===== config.mk =====
export PLATFORM = sky130hd
export DESIGN_NAME = etc_timer
export DESIGN_NICKNAME = d
export VERILOG_FILES = /design/src/logic/etc_pkg.sv /design/src/logic/etc_timer.sv
export SDC_FILE = /design/constraint.sdc
export NUM_CORES = 1
export LEC_CHECK = 0
export BUFFER_PORTS_ARGS = -buffer_cell sky130_fd_sc_hd__buf_4
export CAP_MARGIN = 15
export CORE_UTILIZATION = 50
export CTS_CLUSTER_DIAMETER = 60
export DETAILED_ROUTE_END_ITERATION = 8
export PLACE_DENSITY = 0.84
export SYNTH_ARGS = -nofsm -noshare
export SYNTH_HDL_FRONTEND = slang
export SYNTH_SLANG_ARGS = --single-unit

===== constraint.sdc =====
create_clock -name clk -period 2.65 [get_ports clk]
set_clock_uncertainty 0.2 [all_clocks]
set_input_delay 0.265 -clock clk [delete_from_list [all_inputs] [get_ports clk]]
set_output_delay 0.265 -clock clk [all_outputs]
set_load 0.01 [all_outputs]

===== src/logic/etc_pkg.sv =====
package etc_pkg;
  // Register byte offsets on the AXI4-Lite bus.
  localparam logic [3:0] OFS_CONTROL  = 4'h0;
  localparam logic [3:0] OFS_LOW      = 4'h4;
  localparam logic [3:0] OFS_HIGH_BUF = 4'h8;
  localparam logic [3:0] OFS_STATUS   = 4'hC;
  // Mask register shares the status layout.
  localparam logic [4:0] OFS_MASK     = 5'h10;
  // Control field positions.
  localparam int BIT_RUN    = 7;
  localparam int BIT_WIDTH8 = 6;
  localparam int BIT_EXTSRC = 5;
  localparam int BIT_FALL   = 4;
  localparam int BIT_BYPASS = 3;
  localparam int BIT_OVF    = 0;
  // Values after reset.
  localparam logic [7:0] RST_CONTROL = 8'hFF;
  localparam logic [7:0] RST_ZERO    = 8'h00;
  // The 40 MHz bus clock divided by four gives the instruction cycle.
  localparam int         CLK_MHZ        = 40;
  localparam int         INSTR_CLKS     = 4;
  localparam logic [1:0] INSTR_LAST     = 2'(INSTR_CLKS - 1);
  localparam logic [1:0] WRITE_INHIBIT  = 2'h2;
  localparam logic [1:0] AXI_OKAY       = 2'h0;
  localparam logic [1:0] AXI_SLVERR     = 2'h2;

  typedef enum logic [1:0] {ETC_IDLE, ETC_RESP} etc_bus_st_t;

  // Complete state of the timer block.
  typedef struct packed {
    logic [7:0]  control;
    logic [15:0] count;
    logic [7:0]  high_buf;
    logic [7:0]  presc;
    logic [1:0]  phase;
    logic [1:0]  inhibit;
    logic        ovf_flag;
    logic        ovf_mask;
    logic        irq;
    logic [2:0]  pin_sync;
    logic        pin_level;
    etc_bus_st_t wst;
    logic        awv;
    logic        wv;
    logic [4:0]  awaddr;
    logic [31:0] wdata;
    logic [3:0]  wstrb;
    logic        bvalid;
    logic [1:0]  bresp;
    etc_bus_st_t rst;
    logic        rvalid;
    logic [31:0] rdata;
    logic [1:0]  rresp;
    logic        awrdy;
    logic        wrdy;
    logic        ardy;
  } etc_state_t;
endpackage


===== src/logic/etc_timer.sv =====
`timescale 1ns/1ps
// What this block does
// RULE_01: Width select set gives an 8-bit counter, cleared gives 16 bits.
// RULE_02: Overflow is signalled on wrap FFh to 00h or FFFFh to 0000h.
// RULE_03: Run enable set lets the counter advance; cleared halts it.
// RULE_04: Clock source set counts pin edges; cleared counts instruction cycles.
// RULE_05: Timer mode without prescaler increments once per instruction cycle.
// RULE_06: Source edge cleared counts rising pin edges; set counts falling ones.
// RULE_07: Prescaler bypass set feeds the counter directly, cleared via prescaler.
// RULE_08: Prescale code 000 divides by 2 up to code 111 dividing by 256.
// RULE_09: The prescaler is a dedicated 8-bit counter; software sets only its ratio and cannot read or write its count.
// RULE_10: A counter write in timer mode blocks increments for two instruction cycles.
// RULE_11: Pin edges are synchronised before they can increment the counter.
// RULE_12: A counter write clears the prescaler count, keeping its assignment.
// RULE_13: Overflow sets a sticky flag; interrupt only when enabled; software clears.
// RULE_14: In 16-bit mode a low byte read copies the high byte into the buffer.
// RULE_15: In 16-bit mode a low byte write loads the high byte from the buffer.
// RULE_16: While halted the counter holds its value and raises no overflow.
module etc_timer (
  input  wire logic        clk,
  input  wire logic        reset,
  input  wire logic        clk_en,
  input  wire logic        external_count_input,
  input  wire logic [4:0]  s_axi_awaddr,
  input  wire logic        s_axi_awvalid,
  output logic             s_axi_awready,
  input  wire logic [31:0] s_axi_wdata,
  input  wire logic [3:0]  s_axi_wstrb,
  input  wire logic        s_axi_wvalid,
  output logic             s_axi_wready,
  output logic [1:0]       s_axi_bresp,
  output logic             s_axi_bvalid,
  input  wire logic        s_axi_bready,
  input  wire logic [4:0]  s_axi_araddr,
  input  wire logic        s_axi_arvalid,
  output logic             s_axi_arready,
  output logic [31:0]      s_axi_rdata,
  output logic [1:0]       s_axi_rresp,
  output logic             s_axi_rvalid,
  input  wire logic        s_axi_rready,
  output logic             irq
);
  etc_pkg::etc_state_t q;
  etc_pkg::etc_state_t d;

  logic       wr_fire;
  logic       rd_fire;
  logic       instr_tick;
  logic       pin_edge;
  logic       src_tick;
  logic       presc_hit;
  logic       cnt_tick;
  logic       wrap;
  logic       low_wr;
  logic       low_rd;
  logic       status_clr;
  logic [7:0] wbyte;
  logic [7:0] presc_mask;

  // Ready flags follow from the held state, so they come from flip-flops.
  assign s_axi_awready = q.awrdy;
  assign s_axi_wready  = q.wrdy;
  assign s_axi_arready = q.ardy;
  assign s_axi_bvalid  = q.bvalid;
  assign s_axi_bresp   = q.bresp;
  assign s_axi_rvalid  = q.rvalid;
  assign s_axi_rdata   = q.rdata;
  assign s_axi_rresp   = q.rresp;
  assign irq           = q.irq;

  // Decode of the pending bus accesses and the counter tick chain.
  always_comb
  begin
    wr_fire    = q.awv && q.wv && (q.wst == etc_pkg::ETC_IDLE);
    rd_fire    = s_axi_arvalid && q.ardy;
    wbyte      = q.wdata[7:0];
    low_wr     = wr_fire && q.wstrb[0] && (q.awaddr == 5'(etc_pkg::OFS_LOW));
    low_rd     = rd_fire && (s_axi_araddr == 5'(etc_pkg::OFS_LOW));
    status_clr = wr_fire && q.wstrb[0] && (q.awaddr == 5'(etc_pkg::OFS_STATUS)) &&
                 wbyte[etc_pkg::BIT_OVF];
    instr_tick = (q.phase == etc_pkg::INSTR_LAST);
    // Only the agreeing second and third stages are compared.
    pin_edge   = (q.pin_sync[2] == q.pin_sync[1]) && (q.pin_sync[1] != q.pin_level) &&
                 (q.pin_sync[1] ^ q.control[etc_pkg::BIT_FALL]); // RULE_06 RULE_11
    src_tick   = q.control[etc_pkg::BIT_EXTSRC] ? pin_edge
               : (instr_tick && (q.inhibit == 2'h0)); // RULE_04 RULE_05 RULE_10
    presc_mask = 8'((9'h002 << q.control[2:0]) - 9'h001); // RULE_08
    presc_hit  = ((q.presc & presc_mask) == presc_mask);
    cnt_tick   = q.control[etc_pkg::BIT_RUN] && src_tick &&
                 (q.control[etc_pkg::BIT_BYPASS] || presc_hit); // RULE_03 RULE_07 RULE_16
    wrap       = cnt_tick && (q.count[7:0] == 8'hFF) &&
                 (q.control[etc_pkg::BIT_WIDTH8] || (q.count[15:8] == 8'hFF)); // RULE_01 RULE_02
  end

  // Next state of the whole block.
  always_comb
  begin
    d = q;
    d.pin_sync  = {q.pin_sync[1:0], external_count_input}; // RULE_11
    if (q.pin_sync[2] == q.pin_sync[1])
    begin
      d.pin_level = q.pin_sync[1];
    end
    d.phase = (q.phase == etc_pkg::INSTR_LAST) ? 2'h0 : 2'(q.phase + 2'h1);
    if (instr_tick && (q.inhibit != 2'h0))
    begin
      d.inhibit = 2'(q.inhibit - 2'h1);
    end
    // The prescaler advances on every source tick while it is assigned and the run enable is set.
    if (q.control[etc_pkg::BIT_RUN] && src_tick && !q.control[etc_pkg::BIT_BYPASS])
    begin
      d.presc = 8'(q.presc + 8'h01); // RULE_09
    end
    if (cnt_tick)
    begin
      if (q.control[etc_pkg::BIT_WIDTH8])
      begin
        d.count[7:0] = 8'(q.count[7:0] + 8'h01); // RULE_01
      end
      else
      begin
        d.count = 16'(q.count + 16'h0001); // RULE_01
      end
    end
    if (low_rd && !q.control[etc_pkg::BIT_WIDTH8])
    begin
      d.high_buf = q.count[15:8]; // RULE_14
    end
    // Write response and register updates.
    if (s_axi_awvalid && s_axi_awready)
    begin
      d.awv    = 1'b1;
      d.awaddr = s_axi_awaddr;
    end
    if (s_axi_wvalid && s_axi_wready)
    begin
      d.wv    = 1'b1;
      d.wdata = s_axi_wdata;
      d.wstrb = s_axi_wstrb;
    end
    if (wr_fire)
    begin
      d.awv    = 1'b0;
      d.wv     = 1'b0;
      d.wst    = etc_pkg::ETC_RESP;
      d.bvalid = 1'b1;
      d.bresp  = etc_pkg::AXI_OKAY;
      if (q.wstrb[0])
      begin
        case (q.awaddr)
          5'(etc_pkg::OFS_CONTROL):  d.control  = wbyte;
          5'(etc_pkg::OFS_HIGH_BUF): d.high_buf = wbyte;
          5'(etc_pkg::OFS_MASK):     d.ovf_mask = wbyte[etc_pkg::BIT_OVF];
          5'(etc_pkg::OFS_STATUS):
          begin
            if (wbyte[etc_pkg::BIT_OVF])
            begin
              d.ovf_flag = 1'b0; // RULE_13
            end
          end
          5'(etc_pkg::OFS_LOW):
          begin
            d.count[7:0] = wbyte;
            if (!q.control[etc_pkg::BIT_WIDTH8])
            begin
              d.count[15:8] = q.high_buf; // RULE_15
            end
            d.presc   = etc_pkg::RST_ZERO; // RULE_12
            d.inhibit = etc_pkg::WRITE_INHIBIT; // RULE_10
          end
          default:
          begin
            d.bresp = etc_pkg::AXI_SLVERR;
          end
        endcase
      end
      else if (q.awaddr > etc_pkg::OFS_MASK || q.awaddr[1:0] != 2'h0)
      begin
        d.bresp = etc_pkg::AXI_SLVERR;
      end
    end
    if (q.wst == etc_pkg::ETC_RESP && s_axi_bready)
    begin
      d.bvalid = 1'b0;
      d.wst    = etc_pkg::ETC_IDLE;
    end
    // An overflow in the same cycle as the clear keeps the flag set.
    if (wrap)
    begin
      d.ovf_flag = 1'b1; // RULE_02 RULE_13
    end
    d.irq = d.ovf_flag && d.ovf_mask; // RULE_13
    // Read path.
    if (rd_fire)
    begin
      d.rst    = etc_pkg::ETC_RESP;
      d.rvalid = 1'b1;
      d.rresp  = etc_pkg::AXI_OKAY;
      d.rdata  = 32'h0000_0000;
      case (s_axi_araddr)
        5'(etc_pkg::OFS_CONTROL):  d.rdata[7:0] = q.control;
        5'(etc_pkg::OFS_LOW):      d.rdata[7:0] = q.count[7:0];
        5'(etc_pkg::OFS_HIGH_BUF): d.rdata[7:0] = q.high_buf;
        5'(etc_pkg::OFS_STATUS):   d.rdata[0]   = q.ovf_flag;
        5'(etc_pkg::OFS_MASK):     d.rdata[0]   = q.ovf_mask;
        default:                   d.rresp      = etc_pkg::AXI_SLVERR;
      endcase
    end
    if (q.rst == etc_pkg::ETC_RESP && s_axi_rready)
    begin
      d.rvalid = 1'b0;
      d.rst    = etc_pkg::ETC_IDLE;
    end
    // Ready flags are registered from the next state, so each bus output leaves a flop.
    d.awrdy = (d.wst == etc_pkg::ETC_IDLE) && !d.awv;
    d.wrdy  = (d.wst == etc_pkg::ETC_IDLE) && !d.wv;
    d.ardy  = (d.rst == etc_pkg::ETC_IDLE);
  end

  // State register with synchronous reset and a global clock enable.
  always_ff @(posedge clk)
  begin
    if (reset)
    begin
      q          <= '0;
      q.control  <= etc_pkg::RST_CONTROL;
      q.wst      <= etc_pkg::ETC_IDLE;
      q.rst      <= etc_pkg::ETC_IDLE;
    end
    else if (clk_en)
    begin
      q <= d;
    end
  end
endmodule


== Word level (Yosys, flattened, before mapping) ==
Cells that the tools add are included.

* Register bits: 88
* Bits of input ports: 55
* Output and inout port bits: 42
* Word-level logic and storage cells: 135

* Add/subtract/negate cells: 6
* $lt $le $gt $ge: 1
* Equal/unequal tests: 16
* Shifts and indexed selects: 1
* Muxes and demuxes: 35
* Bitwise operators: 2
* Reduce and logical (&&, ||, !) cells: 48

{| class="wikitable"
|+ Operators by type and width
! cell !! count
|-
| $mux W32 || 2
|-
| $mux W8 || 7
|-
| $mux W37 || 1
|-
| $mux W16 || 2
|-
| $logic_and A1 B1 Y1 || 21
|-
| $pmux W7 S3 || 1
|-
| $eq A5 B4 Y1 const B || 4
|-
| $add A16 B1 Y16 const B || 1
|-
| $add A8 B1 Y8 const B || 2
|-
| $eq A8 B8 Y1 const B || 2
|-
| $mux W2 || 8
|-
| $reduce_and A2 Y1 || 7
|-
| $mux W4 || 3
|-
| $eq A5 B3 Y1 const B || 2
|-
| $eq A5 B5 Y1 const B || 2
|-
| $logic_not A5 Y1 || 2
|-
| $reduce_or A5 Y1 || 2
|-
| $and A8 B8 Y8 || 1
|-
| $eq A8 B8 Y1 || 1
|-
| $logic_not A2 Y1 || 4
|-
| $mux W1 || 8
|-
| $reduce_bool A2 Y1 || 4
|-
| $shl A2 B3 Y8 const A || 1
|-
| $sub A8 B1 Y8 const B || 1
|-
| 13 further kinds || 20
|}

== Longest topological paths before layout ==
* Depth after elaboration: 11
* Gate-level depth with buffers: 11
* Depth with buffers taken out: 9

== Worst setup path after synthesis ==
Ideal clock, no wire load.

* Path kind: reg2reg
* Start point: reg q[133] in the netlist's numbering
* End point: reg q[121] in the netlist's numbering
* Setup time: 74 ps
* Data arrival time: 2533 ps
* Required time: 2376 ps
* Slack: -157 ps
* Stages on the path, launching flop included: 11
* Clock period less this slack: 2807 ps
* Cells stage by stage: dfxtp_1 > buf_4 > or3_4 > ha_1 > and2_0 > o21ai_0 > a211oi_1 > or3_1 > buf_2 > or4b_1 > a31oi_1

* Longest elaborated chain between the ends: 10

{| class="wikitable"
|+ Ends and longest elaborated chain
! what !! line !! text
|-
| start, declared || etc_timer.sv:43 || <nowiki>etc_pkg::etc_state_t q;</nowiki>
|-
| $shl A2 B3 Y8 (*) || etc_timer.sv:87 || <nowiki>presc_mask = 8'((9'h002 << q.control[2:0]) - 9'h001);</nowiki>
|-
| $sub A8 B1 Y8 (*) || etc_timer.sv:87 ||
|-
| $and A8 B8 Y8 || etc_timer.sv:88 || <nowiki>presc_hit = ((q.presc & presc_mask) == presc_mask);</nowiki>
|-
| $eq A8 B8 Y1 (*) || etc_timer.sv:88 ||
|-
| $logic_or A1 B1 Y1 (*) || etc_timer.sv:90 || <nowiki>(q.control[etc_pkg::BIT_BYPASS] || presc_hit);</nowiki>
|-
| $logic_and A1 B1 Y1 (*) || etc_timer.sv:89 || <nowiki>cnt_tick = q.control[etc_pkg::BIT_RUN] && src_tick &&</nowiki>
|-
| $mux W16 (*) || etc_timer.sv:114 || <nowiki>if (cnt_tick)</nowiki>
|-
| $mux W16 || etc_timer.sv:150 || <nowiki>case (q.awaddr)</nowiki>
|-
| $mux W32 || etc_timer.sv:148 || <nowiki>if (q.wstrb[0])</nowiki>
|-
| $mux W32 (*) || etc_timer.sv:141 || <nowiki>if (wr_fire)</nowiki>
|}

Mark *: on every way between the ends. The rest lies on a longest branch, timed or not.
A chain may end at the register's enable or synchronous reset.

== Worst setup path after layout ==
* Start point: reg q[133] in the netlist's numbering
* End point: reg q[116] in the netlist's numbering

Same word-level chain as after synthesis.

==> results.rst <==
.. list-table::
   :header-rows: 1

   * - Metric
     - Value
   * - Register share of total power
     - 0.538
   * - GRT Overall Usage
     - 0.283
   * - Post-detailed-placement half-perimeter wirelength
     - 9390 um
   * - Fraction of final layout cells with drive strength greater than 1
     - 0.188
   * - Worst R2R Setup Slack
     - 60 ps
   * - Fraction of registers with async set/reset
     - 0
   * - Worst Path Arrival
     - 2660 ps
   * - Count of antenna diodes in the layout
     - 0
   * - Worst slew pin tran
     - 652 ps
   * - Final Critical Period
     - 2590 ps
   * - Switching share of total power
     - 0.279
   * - Number of warnings printed during yosys synthesis
     - 0
   * - Internal power of the cells
     - 1.78 mW
   * - Average wire per standard cell
     - 18.1 um
   * - Die Span X
     - 98.5 um
   * - Number of cells in the finished layout apart from fillers
     - 748
   * - Number of maximum-capacitance constraint violations
     - 0
   * - TritonRoute pass-1 iters
     - 9
   * - Count of different cell masters after synthesis
     - 67
   * - Worst slack at placement
     - -10.9 ps
   * - Result of the run
     - finished, violations left
   * - Max Clock Freq
     - 0.386 GHz
   * - Total wirelength of the detailed-routed design
     - 13600 um
   * - Post-Syn Area
     - 0.00466 mm^2
   * - Syn Inst Count
     - 576
   * - CTS tree
     - built
   * - Post-route cell area
     - 0.00552 mm^2
   * - Number of flops mapped to enable cells by yosys
     - 0
   * - Max transition margin
     - 0.565
   * - Clock transition at the registers of the reported paths
     - 100 ps
   * - Clock sinks
     - 86
   * - Final design utilization
     - 0.621
   * - Path category of the worst min-delay check
     - primary input to flop
   * - Required time at the endpoint of the critical path
     - 2710 ps
   * - Core ar.
     - 0.00889 mm^2
   * - Number of max-slew violations in the final report
     - 0
   * - Prevailing post-synth register cell
     - sky130_fd_sc_hd__dfxtp_1
   * - Iter 0 DRT Violations
     - 430
   * - Buffer depth of the longest clock path
     - 2
   * - PnR Total Power
     - 2.47 mW
   * - Die area
     - 0.00971 mm^2
   * - Placement Cell Area
     - 0.00505 mm^2
   * - Layout area overhead
     - 18.5%
   * - Total DRC errors in the routed layout
     - 2
   * - Wire length of the first global-routing pass
     - 21800 um
   * - Final hold viol count
     - 0
   * - Final RePlAce weighted congestion
     - 0.938
   * - Number of stages on the worst hold path
     - 3
   * - Number of setup violations in the final report
     - 0
   * - Reg2Reg Capture Point
     - q[116]
   * - Cell Rows
     - 34
   * - Clock Power Share
     - 0.371
   * - Root buffer selected by CTS
     - sky130_fd_sc_hd__clkbuf_8
   * - Vias after detailed routing
     - 4669
   * - Number of antenna violations at the first check in global routing
     - 0
   * - Smallest hold slack
     - 11.1 ps
   * - Part of the power in combinational logic
     - 0.091
   * - Worst Hold End
     - s_axi_rresp[1]
   * - Power per cell area
     - 449 mW/mm^2
   * - Number of cells on the worst reg-to-reg path
     - 10
   * - Critical path peak fanout
     - 9
   * - Sw Pwr
     - 691 uW
   * - Share of synthesized area occupied by flip-flops and latches
     - 0.370
   * - Max VDD drop
     - 0.000259 V
   * - Kind of critical path
     - flop to flop
   * - Via count of the first global-routing pass
     - 4354
   * - TritonCTS Buffers
     - 9
   * - Post-synthesis sequential element count
     - 86
   * - Violations in the final reports
     - DRC
   * - Final global-route overflow total
     - 0
   * - Clock insertion delay at the later pin of the skew report
     - 380 ps
   * - Post-placement cell count
     - 711
   * - # port buffers
     - 43
   * - Residual antenna-violating net count after detailed routing
     - 0
   * - Launch point of the worst hold path
     - s_axi_araddr[0]
   * - Crit path capture type
     - flop
   * - Smallest setup slack after layout
     - 58.2 ps
   * - Final Cycle Share
     - 0.978
   * - Top-level I/O count
     - 97
   * - Mean Syn Cell Area
     - 8.09 um^2
   * - Starting density of the core
     - 0.524
   * - Avg Vias per Cell
     - 6.24
   * - LEAKAGE
     - 2.28 nW
   * - Setup Total Neg Slack
     - 0 ps
   * - Largest net degree at the start of global routing
     - 59
   * - # nets final
     - 695
   * - Vertical die dimension
     - 98.5 um
   * - Critical Path Start Type
     - flop
   * - Worst reg2reg startpoint
     - q[133]
   * - H-tree depth
     - 3
layout make-up:
type / instances / area (um^2)
fill: 761 / 3370
multi-input combinational: 428 / 2660
sequential: 86 / 1720
timing repair buffer: 92 / 738
clock buffer: 10 / 138
tap: 108 / 135
inverter: 18 / 67.6
clock inverter: 6 / 51.3
metal layers:
| metal | up-vias | track usage | routed length (um) |
|---|---|---|---|
| li1 | 2167 | - | - |
| met1 | 2217 | 0.359 | 5510 |
| met2 | 248 | 0.457 | 6500 |
| met3 | 37 | 0.0801 | 1250 |
| met4 | 0 | 0.106 | 308 |
| met5 | - | 0 | 0 |
cell usage after synthesis (3+ instances only):
cell	n	area [um^2]
sky130_fd_sc_hd__a211oi_1	6	45.0
sky130_fd_sc_hd__a21oi_1	37	185
sky130_fd_sc_hd__a22oi_1	17	128
sky130_fd_sc_hd__a311oi_1	4	35.0
sky130_fd_sc_hd__a31oi_1	10	62.6
sky130_fd_sc_hd__and2_1	5	31.3
sky130_fd_sc_hd__and3_1	13	81.3
sky130_fd_sc_hd__and4_1	3	26.3
sky130_fd_sc_hd__buf_1	4	15.0
sky130_fd_sc_hd__buf_2	5	25.0
sky130_fd_sc_hd__buf_4	37	278
sky130_fd_sc_hd__clkbuf_1	23	86.3
sky130_fd_sc_hd__dfxtp_1	86	1720
sky130_fd_sc_hd__ha_1	5	62.6
sky130_fd_sc_hd__inv_1	17	63.8
sky130_fd_sc_hd__mux2i_1	22	220
sky130_fd_sc_hd__nand2_1	50	188
sky130_fd_sc_hd__nand3_1	20	100
sky130_fd_sc_hd__nand4_1	10	62.6
sky130_fd_sc_hd__nor2_1	54	203
sky130_fd_sc_hd__nor2b_1	5	31.3
sky130_fd_sc_hd__nor3_1	24	120
sky130_fd_sc_hd__nor4_1	9	56.3
sky130_fd_sc_hd__o21ai_0	25	125
sky130_fd_sc_hd__o22ai_1	13	81.3
sky130_fd_sc_hd__o2bb2ai_1	7	61.3
sky130_fd_sc_hd__o311ai_0	3	26.3
sky130_fd_sc_hd__or3_1	3	18.8
sky130_fd_sc_hd__xor2_1	5	43.8
power groups by stage:
stage | registers (mW) | clock network [mW] | logic, mW
floorplan | 1.36 | 0 | 0.143
global placement | 1.36 | 0 | 0.192
detailed placement | 1.36 | 0 | 0.199
CTS | 1.33 | 0.920 | 0.219
global route | 1.33 | 0.984 | 0.245
finish | 1.33 | 0.917 | 0.226
state kept, by name, indices dropped and copies added, names as in the netlist, named ones only:
signal         flops
s_axi_bresp        1
irq                1
s_axi_awready      1
s_axi_arready      1
d                  2
s_axi_rvalid       1
q                 60
s_axi_wready       1
s_axi_rresp        1
s_axi_rdata        8
s_axi_bvalid       1
logic make-up (layout without fill, tap and decap cells):
group / after synthesis / count (layout) / share of synthesized area
flip-flops: 86 / 86 / 0.370
multiplexers: 24 / 24 / 0.0521
AO/OA/AOI/OAI: 151 / 151 / 0.215
other: 1 / 26 / 0.000805
buffers and inverters: 87 / 126 / 0.101
XOR/XNOR: 7 / 7 / 0.0132
AND/OR/NAND/NOR: 215 / 215 / 0.235
adder cells (fa/ha/maj): 5 / 5 / 0.0134
cell usage in the layout (no fill, tap or decap), drive strengths merged, types with 3 or more instances in the layout:
cell type and instances:
a211oi 6, a21oi 38, a22oi 17, a311oi 4
a31oi 10, and2 7, and3 13, and4 3
buf 75, clkbuf 10, clkinv 3, conb 26
dfxtp 86, dlygate4sd3 17, ha 5, inv 20
mux2i 22, nand2 50, nand3 20, nand4 10
nor2 54, nor2b 5, nor3 24, nor4 10
nor4b 3, o21ai 26, o22ai 13, o2bb2ai 7
o311ai 3, or3 4, xor2 5
timing repair:
item / 4_1_cts / 5_1_grt
endpoints found under the hold margin: 17 / 0
resized for setup: 1 / 21
buffers inserted: 0 / 3
pin swaps: 1 / 4
gates cloned: 0 / 1
hold buffers: 17 / 0
setup endpoints to repair: 2 / 13
critical path, cell delays in order, from the launching register on:
cell and delay [ps]:
sky130_fd_sc_hd__dfxtp_2 350, sky130_fd_sc_hd__or3_4 390, sky130_fd_sc_hd__ha_4 190, sky130_fd_sc_hd__and2_4 130
sky130_fd_sc_hd__o21ai_2 110, sky130_fd_sc_hd__a211oi_2 90, sky130_fd_sc_hd__buf_4 160, sky130_fd_sc_hd__nor3_4 270
sky130_fd_sc_hd__buf_6 190, sky130_fd_sc_hd__a211oi_2 70, sky130_fd_sc_hd__a2111oi_1 320
worst max-delay path by stage:
stage	startpoint	endpoint
floorplan	q[133]	q[121]
global placement	q[133]	q[121]
detailed placement	q[133]	q[120]
CTS	q[133]	flop
global route	q[133]	q[116]
finish	q[133]	q[116]
No activity file was read; power rests on OpenSTA's default activity.
